[config.mk]
export PLATFORM = sky130hd
export DESIGN_NAME = dtbw_top
export DESIGN_NICKNAME = d
export VERILOG_FILES = /design/src/dtbw_pkg.sv /design/src/dtbw_top.sv
export SDC_FILE = /design/constraint.sdc
export NUM_CORES = 1
export LEC_CHECK = 0
export BUFFER_PORTS_ARGS = -buffer_cell sky130_fd_sc_hd__buf_4
export CORE_AREA = 2 2 118 120
export CTS_CLUSTER_DIAMETER = 80
export DETAILED_ROUTE_END_ITERATION = 7
export DIE_AREA = 0 0 120 122
export PLACE_DENSITY = 0.76
export SLEW_MARGIN = 10
export SYNTH_ARGS = -nofsm -noshare
export SYNTH_HDL_FRONTEND = slang
export SYNTH_SLANG_ARGS = --single-unit
[constraint.sdc]
create_clock -name clk -period 2.3 [get_ports clk]
set_input_delay 0.575 -clock clk [delete_from_list [all_inputs] [get_ports clk]]
set_output_delay 0.575 -clock clk [all_outputs]
set_load 0.01 [all_outputs]
[src/dtbw_pkg.sv]
// Constants, types and register map of the dual timer, tone output and watchdog block
package dtbw_pkg;

   // Register offsets on the 4-bit register port
   localparam logic [3:0] OFF_CNT_LO0 = 4'h0;
   localparam logic [3:0] OFF_CNT_HI0 = 4'h1;
   localparam logic [3:0] OFF_CNT_LO1 = 4'h2;
   localparam logic [3:0] OFF_CNT_HI1 = 4'h3;
   localparam logic [3:0] OFF_TMODE   = 4'h4;
   localparam logic [3:0] OFF_TCTL    = 4'h5;
   localparam logic [3:0] OFF_TBASE   = 4'h6;
   localparam logic [3:0] OFF_BUZ     = 4'h7;
   localparam logic [3:0] OFF_WATCHDOG_CONTROL   = 4'h8;
   localparam logic [3:0] OFF_CLOCK_CONTROL   = 4'h9;

   // Values after reset
   localparam logic [7:0] RST_BYTE = 8'h00;

   // Field positions
   localparam int unsigned TM_FIELD_W = 4;
   localparam int unsigned TM_CT_BIT  = 2;
   localparam int unsigned TM_GATE_BIT = 3;
   localparam int unsigned TC_RUN_LSB = 0;
   localparam int unsigned TC_OVF_LSB = 4;
   localparam int unsigned TB_FIELD_W = 2;
   localparam int unsigned BZ_SEL_BIT = 6;
   localparam int unsigned BZ_EN_BIT  = 7;
   localparam int unsigned WD_RWT_BIT = 0;
   localparam int unsigned WD_EWT_BIT = 1;
   localparam int unsigned WD_RFLG_BIT = 2;
   localparam int unsigned WD_IRQ_BIT = 3;
   localparam int unsigned WD_RUN_BIT = 7;
   localparam int unsigned CK_INT_LSB = 6;

   // Pin positions inside the synchronised pin vector
   localparam int unsigned PIN_CNT_LSB = 0;
   localparam int unsigned PIN_IRQ_LSB = 2;
   localparam int unsigned PIN_SUB     = 4;

   // Cycle counts
   localparam int unsigned MC_CLKS = 4;
   localparam logic [1:0]  PHASE2_CODE = 2'h1;
   localparam logic [9:0]  DIV4_MASK    = 10'h003;
   localparam logic [9:0]  DIV64_MASK   = 10'h03F;
   localparam logic [9:0]  DIV1024_MASK = 10'h3FF;
   localparam int unsigned DOG_GRACE_CLKS = 512;
   localparam int unsigned DOG_RST_CLKS   = 2 * MC_CLKS;
   localparam int unsigned DOG_CLKS_0 = 4096;
   localparam int unsigned DOG_CLKS_1 = 32768;
   localparam int unsigned DOG_CLKS_2 = 262144;
   localparam int unsigned DOG_CLKS_3 = 2097152;

   typedef enum logic [1:0] {
      DTBW_M13  = 2'b00,
      DTBW_M16  = 2'b01,
      DTBW_MRLD = 2'b10,
      DTBW_MHLD = 2'b11
   } dtbw_mode_t;

   typedef enum logic [1:0] {
      DOG_IDLE  = 2'b00,
      DOG_COUNT = 2'b01,
      DOG_GRACE = 2'b10,
      DOG_RESET = 2'b11
   } dtbw_dog_t;

   typedef struct packed {
      logic [7:0] hi;
      logic [7:0] lo;
      logic       ovf;
   } dtbw_step_t;

   typedef struct packed {
      logic sub_osc_clock;
      logic ext_irq_pin_n_1;
      logic ext_irq_pin_n_0;
      logic count_input_1;
      logic count_input_0;
   } dtbw_pins_t;

endpackage

[src/dtbw_top.sv]
// Two timer/counters, tone output and watchdog behind a plain register port
//
// Design decisions made here: strobed register access and the placing of the registers.
`timescale 1ns/100ps
module dtbw_top #(
   parameter int unsigned DOG_INT0 = dtbw_pkg::DOG_CLKS_0,
   parameter int unsigned DOG_INT1 = dtbw_pkg::DOG_CLKS_1,
   parameter int unsigned DOG_INT2 = dtbw_pkg::DOG_CLKS_2,
   parameter int unsigned DOG_INT3 = dtbw_pkg::DOG_CLKS_3
) (
   input  wire logic                 clk,
   input  wire logic                 rstn,
   input  wire logic [3:0]           bus_addr,
   input  wire logic [7:0]           bus_wdata,
   input  wire logic                 bus_wr,
   input  wire logic                 bus_rd,
   output logic      [7:0]           bus_rdata,
   input  wire dtbw_pkg::dtbw_pins_t pins,
   input  wire logic                 ta_permit,
   input  wire logic [1:0]           ovf_ack,
   input  wire logic                 dog_irq_en,
   input  wire logic                 global_irq_en,
   input  wire logic                 key_tone,
   output logic      [1:0]           overflow_flag,
   output logic                      dog_irq_req,
   output logic                      dog_sys_reset,
   output logic                      tone_out_pin,
   output logic                      tone_out_oe
);

   function automatic logic div_tick(input logic [9:0] cnt, input logic [9:0] mask);
      div_tick = ((cnt & mask) == mask);
   endfunction

   function automatic dtbw_pkg::dtbw_step_t timer_step(input dtbw_pkg::dtbw_mode_t mode,
                                                       input logic [7:0] hi, input logic [7:0] lo);
      dtbw_pkg::dtbw_step_t s;
      s.hi  = hi;
      s.lo  = lo;
      s.ovf = 1'b0;
      case (mode)
         dtbw_pkg::DTBW_M13: begin
            // Upper three low bits never count
            s.lo = {lo[7:5], lo[4:0] + 5'h01};
            if (lo[4:0] == 5'h1F) begin
               s.hi  = hi + 8'h01;
               s.ovf = (hi == 8'hFF);
            end
         end
         dtbw_pkg::DTBW_M16: begin
            {s.hi, s.lo} = {hi, lo} + 16'h0001;
            s.ovf = ({hi, lo} == 16'hFFFF);
         end
         dtbw_pkg::DTBW_MRLD: begin
            if (lo == 8'hFF) begin
               s.lo  = hi;
               s.ovf = 1'b1;
            end else begin
               s.lo = lo + 8'h01;
            end
         end
         default: begin
            s.ovf = 1'b0;
         end
      endcase
      timer_step = s;
   endfunction

   // Register file
   logic [7:0]      tmode_reg;
   logic [7:0]      tbase_reg;
   logic [1:0]      run_reg;
   logic [1:0]      flag_reg;
   logic            buz_en_reg;
   logic            buz_sel_reg;
   logic [1:0]      dog_int_reg;
   logic            dog_run_reg;
   logic            dog_irq_flag_reg;
   logic            dog_reset_flag_reg;
   logic            ewt_reg;
   logic            rwt_reg;
   logic [7:0]      rdata_reg;
   logic [7:0]      cnt_lo_reg [2];
   logic [7:0]      cnt_hi_reg [2];
   logic [1:0]      pend_reg;

   // Pin synchronisers: stage one feeds stage two only
   logic [4:0]      sync1_reg;
   logic [4:0]      sync2_reg;
   logic [4:0]      sync3_reg;
   logic [9:0]      presc_reg;
   logic            buzz_reg;
   logic            tone_reg;
   logic            dog_rst_reg;

   wire             tick4    = div_tick(presc_reg, dtbw_pkg::DIV4_MASK);
   wire             tick64   = div_tick(presc_reg, dtbw_pkg::DIV64_MASK);
   wire             tick1024 = div_tick(presc_reg, dtbw_pkg::DIV1024_MASK);
   wire             tick_sub = sync3_reg[dtbw_pkg::PIN_SUB] & ~sync2_reg[dtbw_pkg::PIN_SUB];
   wire             phase2   = (presc_reg[1:0] == dtbw_pkg::PHASE2_CODE);

   wire             wr_lo0  = bus_wr & (bus_addr == dtbw_pkg::OFF_CNT_LO0);
   wire             wr_hi0  = bus_wr & (bus_addr == dtbw_pkg::OFF_CNT_HI0);
   wire             wr_lo1  = bus_wr & (bus_addr == dtbw_pkg::OFF_CNT_LO1);
   wire             wr_hi1  = bus_wr & (bus_addr == dtbw_pkg::OFF_CNT_HI1);
   wire             wr_tmod = bus_wr & (bus_addr == dtbw_pkg::OFF_TMODE);
   wire             wr_tctl = bus_wr & (bus_addr == dtbw_pkg::OFF_TCTL);
   wire             wr_tb   = bus_wr & (bus_addr == dtbw_pkg::OFF_TBASE);
   wire             wr_buz  = bus_wr & (bus_addr == dtbw_pkg::OFF_BUZ);
   wire             wr_wd   = bus_wr & (bus_addr == dtbw_pkg::OFF_WATCHDOG_CONTROL);
   wire             wr_ck   = bus_wr & (bus_addr == dtbw_pkg::OFF_CLOCK_CONTROL);
   wire             wr_wd_ok = wr_wd & ta_permit;
   wire [1:0]       wr_lo   = {wr_lo1, wr_lo0};
   wire [1:0]       wr_hi   = {wr_hi1, wr_hi0};

   logic [1:0]      cnt_en;
   logic [1:0]      cnt_tick;
   logic [1:0]      ovf_now;
   dtbw_pkg::dtbw_mode_t t_mode [2];

   for (genvar g = 0; g < 2; g++) begin : g_tmr
      wire [3:0]  mf   = tmode_reg[g * dtbw_pkg::TM_FIELD_W +: dtbw_pkg::TM_FIELD_W];
      wire [1:0]  tb   = tbase_reg[g * dtbw_pkg::TB_FIELD_W +: dtbw_pkg::TB_FIELD_W];
      wire        pin_fall = sync3_reg[dtbw_pkg::PIN_CNT_LSB + g] & ~sync2_reg[dtbw_pkg::PIN_CNT_LSB + g];
      wire        base_tick = (tb == 2'h0) ? tick4 : (tb == 2'h1) ? tick64 : (tb == 2'h2) ? tick1024 : tick_sub;
      wire        seen = pend_reg[g] | ovf_now[g];
      dtbw_pkg::dtbw_step_t nx;

      assign t_mode[g] = dtbw_pkg::dtbw_mode_t'(mf[1:0]);
      assign cnt_en[g] = run_reg[g] & (~mf[dtbw_pkg::TM_GATE_BIT]
                         | sync2_reg[dtbw_pkg::PIN_IRQ_LSB + g]);
      assign cnt_tick[g] = cnt_en[g] & (mf[dtbw_pkg::TM_CT_BIT] ? pin_fall : base_tick);
      assign nx = timer_step(t_mode[g], cnt_hi_reg[g], cnt_lo_reg[g]);
      assign ovf_now[g] = cnt_tick[g] & nx.ovf;

      always_ff @(posedge clk or negedge rstn) begin
         if (!rstn) begin
            cnt_lo_reg[g] <= dtbw_pkg::RST_BYTE;
            cnt_hi_reg[g] <= dtbw_pkg::RST_BYTE;
            pend_reg[g]   <= 1'b0;
            flag_reg[g]   <= 1'b0;
         end else begin
            // A software write to a byte wins over the count
            cnt_lo_reg[g] <= wr_lo[g] ? bus_wdata : (cnt_tick[g] ? nx.lo : cnt_lo_reg[g]);
            cnt_hi_reg[g] <= wr_hi[g] ? bus_wdata : (cnt_tick[g] ? nx.hi : cnt_hi_reg[g]);
            // Single pending bit: extra overflows before phase 2 are lost
            pend_reg[g] <= phase2 ? 1'b0 : seen;
            if (phase2 && seen) begin
               flag_reg[g] <= 1'b1;
            end else if (wr_tctl) begin
               flag_reg[g] <= bus_wdata[dtbw_pkg::TC_OVF_LSB + g];
            end else if (ovf_ack[g]) begin
               flag_reg[g] <= 1'b0;
            end
         end
      end
   end

   // Watchdog sequencer
   dtbw_pkg::dtbw_dog_t dog_state_reg;
   dtbw_pkg::dtbw_dog_t dog_state_next;
   logic [21:0]     dog_cnt_reg;
   logic [21:0]     dog_cnt_next;
   logic [8:0]      grace_reg;
   logic [8:0]      grace_next;
   logic            dog_timeout;

   wire             restart = wr_wd_ok & bus_wdata[dtbw_pkg::WD_RWT_BIT];
   wire [21:0]      dog_last = (dog_int_reg == 2'h0) ? 22'(DOG_INT0 - 1) :
                               (dog_int_reg == 2'h1) ? 22'(DOG_INT1 - 1) :
                               (dog_int_reg == 2'h2) ? 22'(DOG_INT2 - 1) : 22'(DOG_INT3 - 1);
   wire [8:0]       grace_last = 9'(dtbw_pkg::DOG_GRACE_CLKS - 1);
   wire [8:0]       rst_last   = 9'(dtbw_pkg::DOG_RST_CLKS - 1);
   wire             enter_rst  = (dog_state_reg == dtbw_pkg::DOG_GRACE) && (dog_state_next == dtbw_pkg::DOG_RESET);

   always_comb begin
      dog_state_next = dog_state_reg;
      dog_cnt_next   = dog_cnt_reg + 22'h00_0001;
      grace_next     = grace_reg;
      dog_timeout    = 1'b0;
      case (dog_state_reg)
         dtbw_pkg::DOG_IDLE: begin
            dog_cnt_next = 22'h00_0000;
            grace_next   = 9'h000;
            if (dog_run_reg) begin
               dog_state_next = dtbw_pkg::DOG_COUNT;
            end
         end
         dtbw_pkg::DOG_COUNT: begin
            if (dog_cnt_reg == dog_last) begin
               dog_timeout    = 1'b1;
               dog_cnt_next   = 22'h00_0000;
               grace_next     = 9'h000;
               dog_state_next = dtbw_pkg::DOG_GRACE;
            end
         end
         dtbw_pkg::DOG_GRACE: begin
            grace_next = grace_reg + 9'h001;
            // Repeat timeouts must not restart the grace count, or short intervals never reset
            if (dog_cnt_reg == dog_last) begin
               dog_timeout  = 1'b1;
               dog_cnt_next = 22'h00_0000;
            end
            if (grace_reg == grace_last) begin
               grace_next = 9'h000;
               // Without reset enable the divider simply carries on
               dog_state_next = ewt_reg ? dtbw_pkg::DOG_RESET : dtbw_pkg::DOG_COUNT;
            end
         end
         dtbw_pkg::DOG_RESET: begin
            dog_cnt_next = 22'h00_0000;
            grace_next   = grace_reg + 9'h001;
            if (grace_reg == rst_last) begin
               grace_next     = 9'h000;
               dog_state_next = dtbw_pkg::DOG_COUNT;
            end
         end
         default: begin
            dog_state_next = dtbw_pkg::DOG_IDLE;
         end
      endcase
      if (!dog_run_reg) begin
         dog_state_next = dtbw_pkg::DOG_IDLE;
      end else if (restart && dog_state_reg != dtbw_pkg::DOG_RESET) begin
         dog_cnt_next   = 22'h00_0000;
         grace_next     = 9'h000;
         dog_state_next = dtbw_pkg::DOG_COUNT;
      end
   end

   // Power-on reset leaves the watchdog stopped
   always_ff @(posedge clk or negedge rstn) begin
      if (!rstn) begin
         dog_state_reg <= dtbw_pkg::DOG_IDLE;
         dog_cnt_reg   <= 22'h00_0000;
         grace_reg     <= 9'h000;
         dog_rst_reg   <= 1'b0;
      end else begin
         dog_state_reg <= dog_state_next;
         dog_cnt_reg   <= dog_cnt_next;
         grace_reg     <= grace_next;
         dog_rst_reg   <= (dog_state_next == dtbw_pkg::DOG_RESET);
      end
   end

   always_ff @(posedge clk or negedge rstn) begin
      if (!rstn) begin
         dog_irq_flag_reg    <= 1'b0;
         dog_reset_flag_reg    <= 1'b0;
         ewt_reg     <= 1'b0;
         rwt_reg     <= 1'b0;
         dog_run_reg <= 1'b0;
         dog_int_reg <= 2'h0;
      end else begin
         if (dog_timeout) begin
            dog_irq_flag_reg <= 1'b1;
         end else if (enter_rst) begin
            dog_irq_flag_reg <= 1'b0;
         end else if (wr_wd_ok) begin
            dog_irq_flag_reg <= bus_wdata[dtbw_pkg::WD_IRQ_BIT];
         end
         // Reset entry needs the enable, so only a register write changes the flag while it is low
         if (enter_rst) begin
            dog_reset_flag_reg <= 1'b1;
         end else if (wr_wd) begin
            dog_reset_flag_reg <= bus_wdata[dtbw_pkg::WD_RFLG_BIT];
         end
         if (wr_wd_ok) begin
            ewt_reg     <= bus_wdata[dtbw_pkg::WD_EWT_BIT];
            dog_run_reg <= bus_wdata[dtbw_pkg::WD_RUN_BIT];
         end
         rwt_reg <= restart;
         if (wr_ck) begin
            dog_int_reg <= bus_wdata[dtbw_pkg::CK_INT_LSB +: 2];
         end
      end
   end

   // Control registers, prescaler, tone and synchronisers
   always_ff @(posedge clk or negedge rstn) begin
      if (!rstn) begin
         tmode_reg   <= dtbw_pkg::RST_BYTE;
         tbase_reg   <= dtbw_pkg::RST_BYTE;
         run_reg     <= 2'h0;
         buz_en_reg  <= 1'b0;
         buz_sel_reg <= 1'b0;
         presc_reg   <= 10'h000;
         buzz_reg    <= 1'b0;
         tone_reg    <= 1'b0;
         sync1_reg   <= 5'h1F;
         sync2_reg   <= 5'h1F;
         sync3_reg   <= 5'h1F;
      end else begin
         if (wr_tmod) begin
            tmode_reg <= bus_wdata;
         end
         if (wr_tb) begin
            tbase_reg <= bus_wdata;
         end
         if (wr_tctl) begin
            run_reg <= bus_wdata[dtbw_pkg::TC_RUN_LSB +: 2];
         end
         if (wr_buz) begin
            buz_en_reg  <= bus_wdata[dtbw_pkg::BZ_EN_BIT];
            buz_sel_reg <= bus_wdata[dtbw_pkg::BZ_SEL_BIT];
         end
         presc_reg <= presc_reg + 10'h001;
         if (ovf_now[0] && t_mode[0] == dtbw_pkg::DTBW_MRLD) begin
            buzz_reg <= ~buzz_reg;
         end
         tone_reg  <= buz_sel_reg ? key_tone : buzz_reg;
         sync1_reg <= pins;
         sync2_reg <= sync1_reg;
         sync3_reg <= sync2_reg;
      end
   end

   // Read port: data stands in the cycle after the strobe, unmapped reads zero
   wire [7:0] rd_mux =
      (bus_addr == dtbw_pkg::OFF_CNT_LO0) ? cnt_lo_reg[0] :
      (bus_addr == dtbw_pkg::OFF_CNT_HI0) ? cnt_hi_reg[0] :
      (bus_addr == dtbw_pkg::OFF_CNT_LO1) ? cnt_lo_reg[1] :
      (bus_addr == dtbw_pkg::OFF_CNT_HI1) ? cnt_hi_reg[1] :
      (bus_addr == dtbw_pkg::OFF_TMODE)   ? tmode_reg :
      (bus_addr == dtbw_pkg::OFF_TCTL)    ? {2'h0, flag_reg, 2'h0, run_reg} :
      (bus_addr == dtbw_pkg::OFF_TBASE)   ? tbase_reg :
      (bus_addr == dtbw_pkg::OFF_BUZ)     ? {buz_en_reg, buz_sel_reg, 6'h00} :
      (bus_addr == dtbw_pkg::OFF_WATCHDOG_CONTROL)   ? {dog_run_reg, 3'h0, dog_irq_flag_reg, dog_reset_flag_reg, ewt_reg, rwt_reg} :
      (bus_addr == dtbw_pkg::OFF_CLOCK_CONTROL)   ? {dog_int_reg, 6'h00} : 8'h00;

   always_ff @(posedge clk or negedge rstn) begin
      if (!rstn) begin
         rdata_reg <= 8'h00;
      end else begin
         rdata_reg <= bus_rd ? rd_mux : 8'h00;
      end
   end

   assign bus_rdata     = rdata_reg;
   assign overflow_flag = flag_reg;
   assign dog_irq_req   = dog_irq_flag_reg & dog_irq_en & global_irq_en;
   assign dog_sys_reset = dog_rst_reg;
   assign tone_out_pin  = tone_reg;
   assign tone_out_oe   = buz_en_reg;
endmodule // dtbw_top

# ---- Word level (Yosys, flattened, before mapping)
# Index checks and enable logic that the tools add are counted.
dict set report totals {
  ff_bits 132
  latch_bits 0
  ramBits 0
  mem_bits_ro 0
  in_bits 27
  output_inout_bits 14
  wordCells 230
  mem_count 0
}
dict set report op_classes {
  addsub 11
  n_mul 0
  n_div 0
  magnitude_cmp 0
  eq_ne 43
  n_shift 0
  muxes 77
  n_bitwise 33
  n_reduce_logical 34
}
# op count
set ops {}
lappend ops {{$mux W8} 23}
lappend ops {{$mux W22} 3}
lappend ops {{$mux W21} 3}
lappend ops {{$pmux W8 S3} 2}
lappend ops {{$mux W9} 5}
lappend ops {{$pmux W22 S2} 1}
lappend ops {{$pmux W9 S4} 1}
lappend ops {{$add A16 B1 Y16 const B} 2}
lappend ops {{$add A8 B1 Y8 const B} 4}
lappend ops {{$eq A16 B16 Y1 const B} 2}
lappend ops {{$eq A8 B8 Y1 const B} 4}
lappend ops {{$pmux W8 S2} 2}
lappend ops {{$mux W1} 28}
lappend ops {{$and A1 B1 Y1} 23}
lappend ops {{$add A22 B1 Y22 const B} 1}
lappend ops {{$eq A22 B21 Y1} 1}
lappend ops {{$reduce_bool A3 Y1} 7}
lappend ops {{$eq A2 B2 Y1 const B} 9}
lappend ops {{$eq A4 B3 Y1 const B} 4}
lappend ops {{$eq A2 B1 Y1 const B} 7}
lappend ops {{$logic_not A2 Y1} 6}
lappend ops {{$mux W2} 6}
lappend ops {{$reduce_and A3 Y1} 4}
lappend ops {{$add A10 B1 Y10 const B} 1}
lappend ops {{22 further kinds} 49}

# ---- Longest topological paths before layout
# Gate-level depths: netlist of the first run.
dict set report logic_depth {
  depth_word 13
  depth_mapped 11
  ltp_nobuf 11
}

# ---- Least setup slack after synthesis of the first run
# Ideal clock, no wire load.
dict set report synth_timing {
  path_kind {reg-to-reg}
  startpoint {reg grace_reg[0]}
  endpoint {reg dog_reset_flag_reg}
  setup_time_ps 128
  arrival_time_ps 2213
  t_required_ps 2172
  setup_slack_ps -40
  stages_incl_launch_ff 11
  path_buffers 0
  synth_period_minus_slack_ps 2340
  cell_sequence {dfrtp_1 ha_1 and3_1 nand3_1 nor2_1 ha_1 o21ai_0 or4b_1 a31oi_1 nor4b_2 nand3b_1}
}
dict set report synth_via {
  elab_chain_len 8
  elab_cells_between_ends 11
  cone_classes {eq/ne: 3; mux: 6; reduce/logical: 2}
}
# element line
set synth_lines {}
lappend synth_lines {{from (decl)} dtbw_top.sv:164} ;# logic [8:0] grace_reg;
lappend synth_lines {{from (signal assigned)} dtbw_top.sv:241} ;# grace_reg <= grace_next;
lappend synth_lines {{$eq A9 B3 Y1 / $eq A9 B9 Y1 (equally long branches)} {dtbw_top.sv:213, dtbw_top.sv:204}}
lappend synth_lines {{$mux W2 (on tied branches)} {dtbw_top.sv:213, dtbw_top.sv:204}}
lappend synth_lines {{$pmux W2 S4 (*)} dtbw_top.sv:181} ;# case (dog_state_reg)
lappend synth_lines {{$mux W2 (*)} dtbw_top.sv:224} ;# end else if (restart && dog_state_reg != dtbw_pkg::DOG_RESET) begin
lappend synth_lines {{$mux W2 (*)} dtbw_top.sv:222} ;# if (!dog_run_reg) begin
lappend synth_lines {{$eq A2 B2 Y1 (*)} dtbw_top.sv:174} ;# wire enter_rst = (dog_state_reg == dtbw_pkg::DOG_GRACE) && (dog_state_next == dtbw_pkg::DOG_RESET);
lappend synth_lines {{$logic_and A1 B1 Y1 (*)} dtbw_top.sv:174}
lappend synth_lines {{$mux W1 / $reduce_bool A2 Y1 (equally long branches)} --}
lappend synth_lines {{to (signal assigned)} dtbw_top.sv:266} ;# dog_reset_flag_reg <= bus_wdata[dtbw_pkg::WD_RFLG_BIT];
lappend synth_lines {{to (decl)} dtbw_top.sv:79} ;# logic dog_reset_flag_reg;
# Mark *: on every way between the ends. The rest lies on a longest branch, timed or not.
# A chain may end at the register's enable or synchronous reset.

# ---- Final worst setup path of the first run
dict set report layout_timing {
  startpoint {reg cnt_lo_reg[0] (netlist name)}
  endpoint {reg cnt_hi_reg[3] (netlist name)}
}
dict set report layout_via {
  elab_chain_len 4
  elab_cells_between_ends 7
  cone_classes {add/sub: 1; eq/ne: 2; mux: 3; reduce/logical: 1}
}
# element line
set layout_lines {}
lappend layout_lines {{from (decl)} dtbw_top.sv:83} ;# logic [7:0] cnt_lo_reg [2];
lappend layout_lines {{from (signal, indexed assignment)} dtbw_top.sv:138} ;# cnt_lo_reg[g] <= dtbw_pkg::RST_BYTE;
lappend layout_lines {{from (signal, indexed assignment)} dtbw_top.sv:144} ;# cnt_lo_reg[g] <= wr_lo[g] ? bus_wdata : (cnt_tick[g] ? nx.lo : cnt_lo_reg[g]);
lappend layout_lines {{$add A16 B1 Y16} dtbw_top.sv:51} ;# {s.hi, s.lo} = {hi, lo} + 16'h0001;
lappend layout_lines {{$pmux W8 S2} dtbw_top.sv:41} ;# case (mode)
lappend layout_lines {{$mux W8 (2 in a row)} dtbw_top.sv:145} ;# cnt_hi_reg[g] <= wr_hi[g] ? bus_wdata : (cnt_tick[g] ? nx.hi : cnt_hi_reg[g]);
lappend layout_lines {{to (signal, indexed assignment)} dtbw_top.sv:139} ;# cnt_hi_reg[g] <= dtbw_pkg::RST_BYTE;
lappend layout_lines {{to (signal, indexed assignment)} dtbw_top.sv:145}
lappend layout_lines {{to (decl)} dtbw_top.sv:84} ;# logic [7:0] cnt_hi_reg [2];
# Several ways; a longest one is shown, not always the timed one. The select of a mux whose other input is x is not followed.

==> results of run 1 <==
==> cell type report <==
cell class / instances / area share [%]
repair buffers: 95 / 8.44
flip-flops and latches: 130 / 36.2
multi-input cells: 589 / 44.7
inverters: 34 / 1.41
clock inverters: 12 / 1.60
well taps: 180 / 2.49
clock buffers: 20 / 5.16
==> power by group through the flow <==
stage	sequential (mW)	combinational, mW	clock [mW]
5_1_grt	3.26	2.27	2.91
2_1_floorplan	3.04	1.29	0
4_1_cts	3.19	1.98	2.80
3_5_place_dp	3.22	1.94	0
3_3_place_gp	3.20	1.87	0
6_report	3.23	2.07	2.75
==> kinds of logic after synthesis <==
| family | after synthesis |
|---|---|
| compound gates | 183 |
| buf+inv | 58 |
| fa+ha+maj | 24 |
| simple gates | 297 |
| xor+xnor | 46 |
| flops | 130 |
| mux | 38 |
==> per-layer routing <==
metal  part of all wire (%)  track usage, %
met1                     40            35.7
met2                     48            47.1
met3                    7.9            6.09
met4                    4.0            13.8
met5                      0               0
==> Yosys cell counts (6+ instances only) <==
cell type  instances  area share (%)
nor3b_1            8            0.81
o21a_1             8            0.81
nor3_1            17             1.2
nand2b_1           7            0.59
xor2_1            10             1.2
nand3_1           31             2.1
and3_1            19             1.6
o22ai_1            7            0.59
o211ai_1           8            0.81
dfstp_2           13             4.6
o21ai_0           36             2.4
nor2_1            97             4.9
o31ai_1            6            0.61
dfrtp_1          117              40
nand2_1           53             2.7
mux2_2            23             3.5
nor4_1            10            0.85
a22oi_1            9            0.92
nand4_1           10            0.85
nor2b_1           11            0.93
a21oi_1           45             3.1
and4_1             6            0.71
ha_1              24             4.1
clkbuf_1          14            0.71
inv_1             34             1.7
a31oi_1            9            0.76
mux2i_1           15             2.0
xnor2_1           36             4.3
and2_1             6            0.51
a221o_1            7            0.95
==> worst register-to-register path: stages (launching register included) <==
cell and delay, ns:
dfrtp_1 0.36, ha_2 0.21, and3_4 0.21, ha_4 0.13, mux2i_2 0.08, a2111oi_4 0.38
o31ai_4 0.20, buf_4 0.18, nor2_1 0.21, xnor2_1 0.15, a21oi_1 0.08
==> path summary, 6_finish.rpt <==
check	startpoint	endpoint	slack, ns
max	cnt_lo_reg[0]$_DFFE_PN0P_	cnt_hi_reg[3]$_DFFE_PN0P_	-0.02
min	rstn	presc_reg[8]$_DFF_PN0_	0.11
max reg2reg	cnt_lo_reg[0]$_DFFE_PN0P_	cnt_hi_reg[3]$_DFFE_PN0P_	-0.02
min reg2reg	sync1_reg[0]$_DFF_PN1_	sync2_reg[0]$_DFF_PN1_	0.35
max in group asynchronous	rstn	sync1_reg[0]$_DFF_PN1_	1.54
min in group clk	pins[1]	sync1_reg[1]$_DFF_PN1_	0.25
==> what timing repair did <==
item | CTS | global route
setup buffers | 0 | 2
resized for setup | 5 | 21
cloned | 0 | 1
pin swaps | 0 | 4
endpoints found under the setup margin | 3 | 32
==> out/metrics.csv, run 1 <==
stage,metric,value,unit
timing,fin. max-slew vios,0,
logic_synthesis,synthesized cell area,7370,um2
timing,setup violators final,1,
logic_synthesis,Main synth FF type,dfrtp_1,
logic_synthesis,post-synthesis mux area share,5.55,%
placement,DP Cell Count,1025,
timing,Slew @ Worst Pin,0.663,ns
cells_and_area,"commonest non-fill, non-tap cells in the layout","dfrtp_1 (116), nor2_1 (97), buf_4 (91), nand2_1 (53), a21oi_1 (44)",
cells_and_area,area grow syn2layout,22.7,%
logic_synthesis,XOR/XNOR share of the synthesized area,5.47,%
worst_setup_path,CP Class,reg -> reg,
clocking,CTS tree,built,
worst_setup_path,worst reg2reg path depth,10,
clocking,Clock Path Buffers,2,
worst_setup_path,Worst EP required,2.60,ns
placement,GPL Wtd Cong,0.956,
cells_and_area,max reg flops,22,
drt,Post-Route WL,20200,um
logic_synthesis,largest family of logic cells by synthesized area,simple AND/OR/NAND/NOR gates,
clocking,CTS sink count,130,
clocking,CTS Hold Buffers Added,0,
worst_setup_path,crit path DAT,2.63,ns
logic_synthesis,Synth Area in Adders,4.07,%
clocking,clock root buffer,clkbuf_16,
logic_synthesis,library cells used by synthesis,68,
worst_setup_path,CP top delay family,compound AO/OA/AOI/OAI gates,
die,row count,43,
status,outcome,"complete, but fails checks",
worst_setup_path,Setup crit end kind,flop,
pwr,cell internal pwr,5.31,mW
die,Die Wd,120,um
status,violated checks,negative setup slack,
pwr,clock power share,34.2,%
pwr,Total Power,8.06,mW
timing,Fmax,430,MHz
logic_synthesis,Synth Area in Simple Gates,20.6,%
logic_synthesis,Mapped Nets,827,
clocking,clock slew at reported path FFs,0.06,ns
timing,Tmin final,2.32,ns
grt,first-pass GRT wire length,32200,um
timing,setup TNS,-0.0246,ns
grt,largest net degree at the start of global routing,40,
cells_and_area,area of the multi-input gates,4050,um2
drt,Detailed Routing Iterations Pass 1,7,
cells_and_area,Layout Utilization,67.0,%
die,# IOs,41,
logic_synthesis,Post-Syn Area per Cell,9.50,um2
pwr,P_sw,2.75,mW
pwr,Peak VDD IR,0.603,mV
cells_and_area,Non-Filler Instances,1060,
timing,max_slew headroom,55.5,%
timing,clk_skew,0.00914,ns
die,full die area,14600,um2
drt,DR iter-0 viols,790,
worst_setup_path,Crit Path Max Fanout,5,
pwr,Sw Ratio,34.1,%
cells_and_area,"commonest non-fill, non-tap cell in the layout",dfrtp_1,
clocking,H-Tree Depth,4,
pwr,Leakage Power,3.78,nW
timing,Final period util,101,%
die,core box area,13500,um2
timing,"Hold Vio Cnt, Final",0,
pwr,Seq pwr share,40.1,%
worst_setup_path,crit-path max cell delay,0.38,ns
placement,"Cell Area, Placed",8260,um2
worst_hold_path,min-delay worst type,in -> async,
pwr,pwr/cell area,892,nW/um2
die,Initial Util,54.6,%
grt,grt total ovfl,0,
drt,Wirelength per Cell,19.0,um
clocking,worst-skew pair later-pin latency,0.43,ns
clocking,total clock buffers created by CTS,17,
grt,initial antenna violation count,0,
drt,Via-to-Cell Ratio,6.25,
worst_setup_path,CP Depth,10,
logic_synthesis,Mapped Cells,776,
cells_and_area,nets,918,
logic_synthesis,Syn. warnings,0,
grt,GRT Resource Usage Total,28.5,%
job,Max-cap violations,0,
cells_and_area,sequential cell area,3270,um2
cells_and_area,fillcell total,1053,
cells_and_area,Final Cell Area,9040,um2
placement,Buffers on Ports,40,
timing,final setup margin,-0.0246,ns
drt,Final ANT Viol Nets,0,
logic_synthesis,Yosys reg bits,130,
grt,vias in the first global route,6437,
pwr,Combinational Power Share,25.7,%
logic_synthesis,Compound-Gate Fraction of Synth Area,16.9,%
cells_and_area,diode count,0,
cells_and_area,layout cells sized above 1,22.6,%
timing,RSZ-0062 raised after global routing,true,
die,Die H,122,um
worst_setup_path,worst-path cell chain,"ha_2, and3_4, ha_4, mux2i_2, a2111oi_4, o31ai_4, buf_4, nor2_1, xnor2_1, a21oi_1",
drt,DR vias,6625,
worst_setup_path,slowest CP cell,a2111oi_4,
timing,hold slack,0.108,ns
worst_setup_path,CP Buf/Inv Count,1,
drt,DR DRC count,0,
worst_setup_path,CP Launch Type,flop,
placement,post-DP HPWL,14100,um
logic_synthesis,sequential share of the synthesized area,44.4,%
logic_synthesis,"EDFF count, synth",0,
logic_synthesis,"Async S/R FF share, synth",100,%
placement,dpl ws,-0.0178,ns
Note: power is estimated with default switching activity, not from simulation.
==> run 2, diff against run 1 <==
--- a/config.mk
+++ b/config.mk
@@ -11,6 +11,7 @@
 export DETAILED_ROUTE_END_ITERATION = 7
 export DIE_AREA = 0 0 120 122
 export PLACE_DENSITY = 0.76
+export REMOVE_ABC_BUFFERS = 1
 export SLEW_MARGIN = 10
 export SYNTH_ARGS = -nofsm -noshare
 export SYNTH_HDL_FRONTEND = slang
==> run 2 against run 1 <==
Critical endpoint is now dog_reset_flag_reg$_DFFE_PN0P_; critical path depth is 4 lower; sequential power about the same; largest cell class unchanged; setup slack improved by 0.066 ns; design area up 0.86%; cell count up 0.66%; highest routed layer unchanged; global-route usage rose by 0.64 points; the flow finishes with violations (design-rule violations).
==> out/metrics.csv, run 2 (same netlist as run 1, synthesis figures left out) <==
stage,metric,value,unit,change
timing,Final period util,98.2,%,was 101%
cells_and_area,layout cells sized above 1,23.7,%,was 22.6%
clocking,CTS sink count,130,,unchanged
placement,Buffers on Ports,40,,unchanged
timing,Tmin final,2.26,ns,was 2.32 ns
timing,Fmax,443,MHz,was 430 MHz
timing,Slew @ Worst Pin,0.623,ns,was 0.663 ns
status,outcome,"complete, but fails checks",,unchanged
cells_and_area,area grow syn2layout,23.7,%,was 22.7%
die,Die Wd,120,um,unchanged
drt,DR vias,6678,,was 6625
timing,max_slew headroom,58.2,%,was 55.5%
clocking,total clock buffers created by CTS,17,,unchanged
clocking,Clock Path Buffers,2,,unchanged
drt,Via-to-Cell Ratio,6.26,,was 6.25
pwr,Peak VDD IR,0.530,mV,was 0.603 mV
pwr,Leakage Power,3.82,nW,was 3.78 nW
job,Max-cap violations,0,,unchanged
status,violated checks,design-rule violations,,was negative setup slack
worst_hold_path,min-delay worst type,in -> async,,unchanged
grt,vias in the first global route,6613,,was 6437
clocking,clock slew at reported path FFs,0.07,ns,was 0.06 ns
clocking,CTS tree,built,,unchanged
die,row count,43,,unchanged
cells_and_area,"commonest non-fill, non-tap cells in the layout","dfrtp_1 (116), buf_4 (98), nor2_1 (97), nand2_1 (53), a21oi_1 (44)",,"was dfrtp_1 (116), nor2_1 (97), buf_4 (91), nand2_1 (53), a21oi_1 (44)"
timing,fin. max-slew vios,0,,unchanged
worst_setup_path,worst reg2reg path depth,6,,was 10
drt,DR DRC count,2,,was 0
drt,DR iter-0 viols,888,,was 790
drt,Final ANT Viol Nets,0,,unchanged
cells_and_area,nets,925,,was 918
timing,clk_skew,0.0114,ns,was 0.00914 ns
timing,"Hold Vio Cnt, Final",0,,unchanged
clocking,clock root buffer,clkbuf_16,,unchanged
clocking,H-Tree Depth,4,,unchanged
worst_setup_path,Crit Path Max Fanout,5,,unchanged
die,# IOs,41,,unchanged
placement,post-DP HPWL,14100,um,about the same
cells_and_area,"commonest non-fill, non-tap cell in the layout",dfrtp_1,,unchanged
cells_and_area,diode count,0,,unchanged
drt,Post-Route WL,20700,um,was 20200 um
grt,initial antenna violation count,0,,unchanged
pwr,pwr/cell area,900,nW/um2,was 892 nW/um2
timing,setup TNS,0,ns,was -0.0246 ns
grt,grt total ovfl,0,,unchanged
die,Initial Util,54.6,%,unchanged
pwr,Total Power,8.21,mW,was 8.06 mW
timing,setup violators final,0,,was 1
timing,RSZ-0062 raised after global routing,true,,unchanged
worst_setup_path,crit path DAT,2.56,ns,was 2.63 ns
worst_setup_path,Setup crit end kind,flop,,unchanged
placement,GPL Wtd Cong,0.957,,was 0.956
worst_setup_path,CP Launch Type,flop,,unchanged
worst_setup_path,Worst EP required,2.60,ns,about the same
cells_and_area,fillcell total,1035,,was 1053
drt,Detailed Routing Iterations Pass 1,8,,was 7
grt,first-pass GRT wire length,33500,um,was 32200 um
cells_and_area,max reg flops,22,,unchanged
drt,Wirelength per Cell,19.4,um,was 19.0 um
grt,GRT Resource Usage Total,29.1,%,was 28.5%
grt,largest net degree at the start of global routing,49,,was 40
clocking,worst-skew pair later-pin latency,0.43,ns,about the same
die,full die area,14600,um2,unchanged
die,core box area,13500,um2,unchanged
worst_setup_path,CP Class,reg -> reg,,unchanged
die,Die H,122,um,unchanged
run 2: what timing repair did:
action | 4_1_cts | 5_1_grt
pin swaps | 1 | 14
setup endpoints to repair | 11 | 35
hold buffers | 0 | 0
setup buffers | 1 | 11
gates resized for setup | 13 | 27
gates cloned | 1 | 0
run 2: final cells by class:
type / count / area, um2 / area share, %
well taps: 180 / 225 / 2.47
clock buffers: 18 / 439 / 4.81
multi-input cells: 589 / 4070 / 44.6
clock inverters: 14 / 175 / 1.92
flip-flops and latches: 130 / 3270 / 35.9
repair buffers: 102 / 816 / 8.94
inverters: 34 / 128 / 1.40
run 2: stage by stage:
stage	utilization (%)	worst slack, ns	std cells	hold slack [ns]	cell area, um2
floorplan	-	-0.0404	752	0.279	7270
global placement	60.8	0.00950	1022	0.346	8210
detailed placement	60.8	-0.144	1022	0.347	8210
CTS	66.0	0.00647	1056	0.0681	8910
global route	67.5	-0.0312	1067	0.0739	9120
finish	67.5	0.0418	1067	0.0708	9120
run 2: final timing paths:
check | from | end | slack, ns
hold reg to reg | sync1_reg[3]$_DFF_PN1_ | sync2_reg[3]$_DFF_PN1_ | 0.35
max in group asynchronous | rstn | sync2_reg[2]$_DFF_PN1_ | 1.52
min in group clk | pins[4] | sync1_reg[4]$_DFF_PN1_ | 0.26
hold / removal | rstn | cnt_hi_reg[7]$_DFFE_PN0P_ | 0.07
setup reg to reg | grace_reg[6]$_DFF_PN0_ | dog_reset_flag_reg$_DFFE_PN0P_ | 0.04
setup / recovery | grace_reg[6]$_DFF_PN0_ | dog_reset_flag_reg$_DFFE_PN0P_ | 0.04
run 2: routing by layer:
metal | share of wire (%) | vias to the layer above | routed length [um] | GRT usage [%]
li1 | - | 3030 | - | -
met1 | 41 | 3262 | 8530 | 37.1
met2 | 48 | 324 | 9960 | 47.9
met3 | 7.6 | 62 | 1570 | 7.21
met4 | 3.0 | 0 | 625 | 11.6
met5 | 0 | - | 0 | 0
run 2: worst max-delay path: stages, from the launching register on:
cell      delay (ns)
dfrtp_1         0.43
or4_1           0.53
o41a_1          0.45
o21ai_1         0.24
o211a_1         0.25
nor4b_4         0.07
nand3b_1        0.16
run 2: where the power goes:
group          total (mW)  internal [mW]  switching [mW]  leakage, nW
combinational        2.17          0.987            1.18         1.89
sequential           3.21           2.66           0.554         1.63
clock                2.83           1.75            1.08        0.295
total                8.21           5.39            2.81         3.82
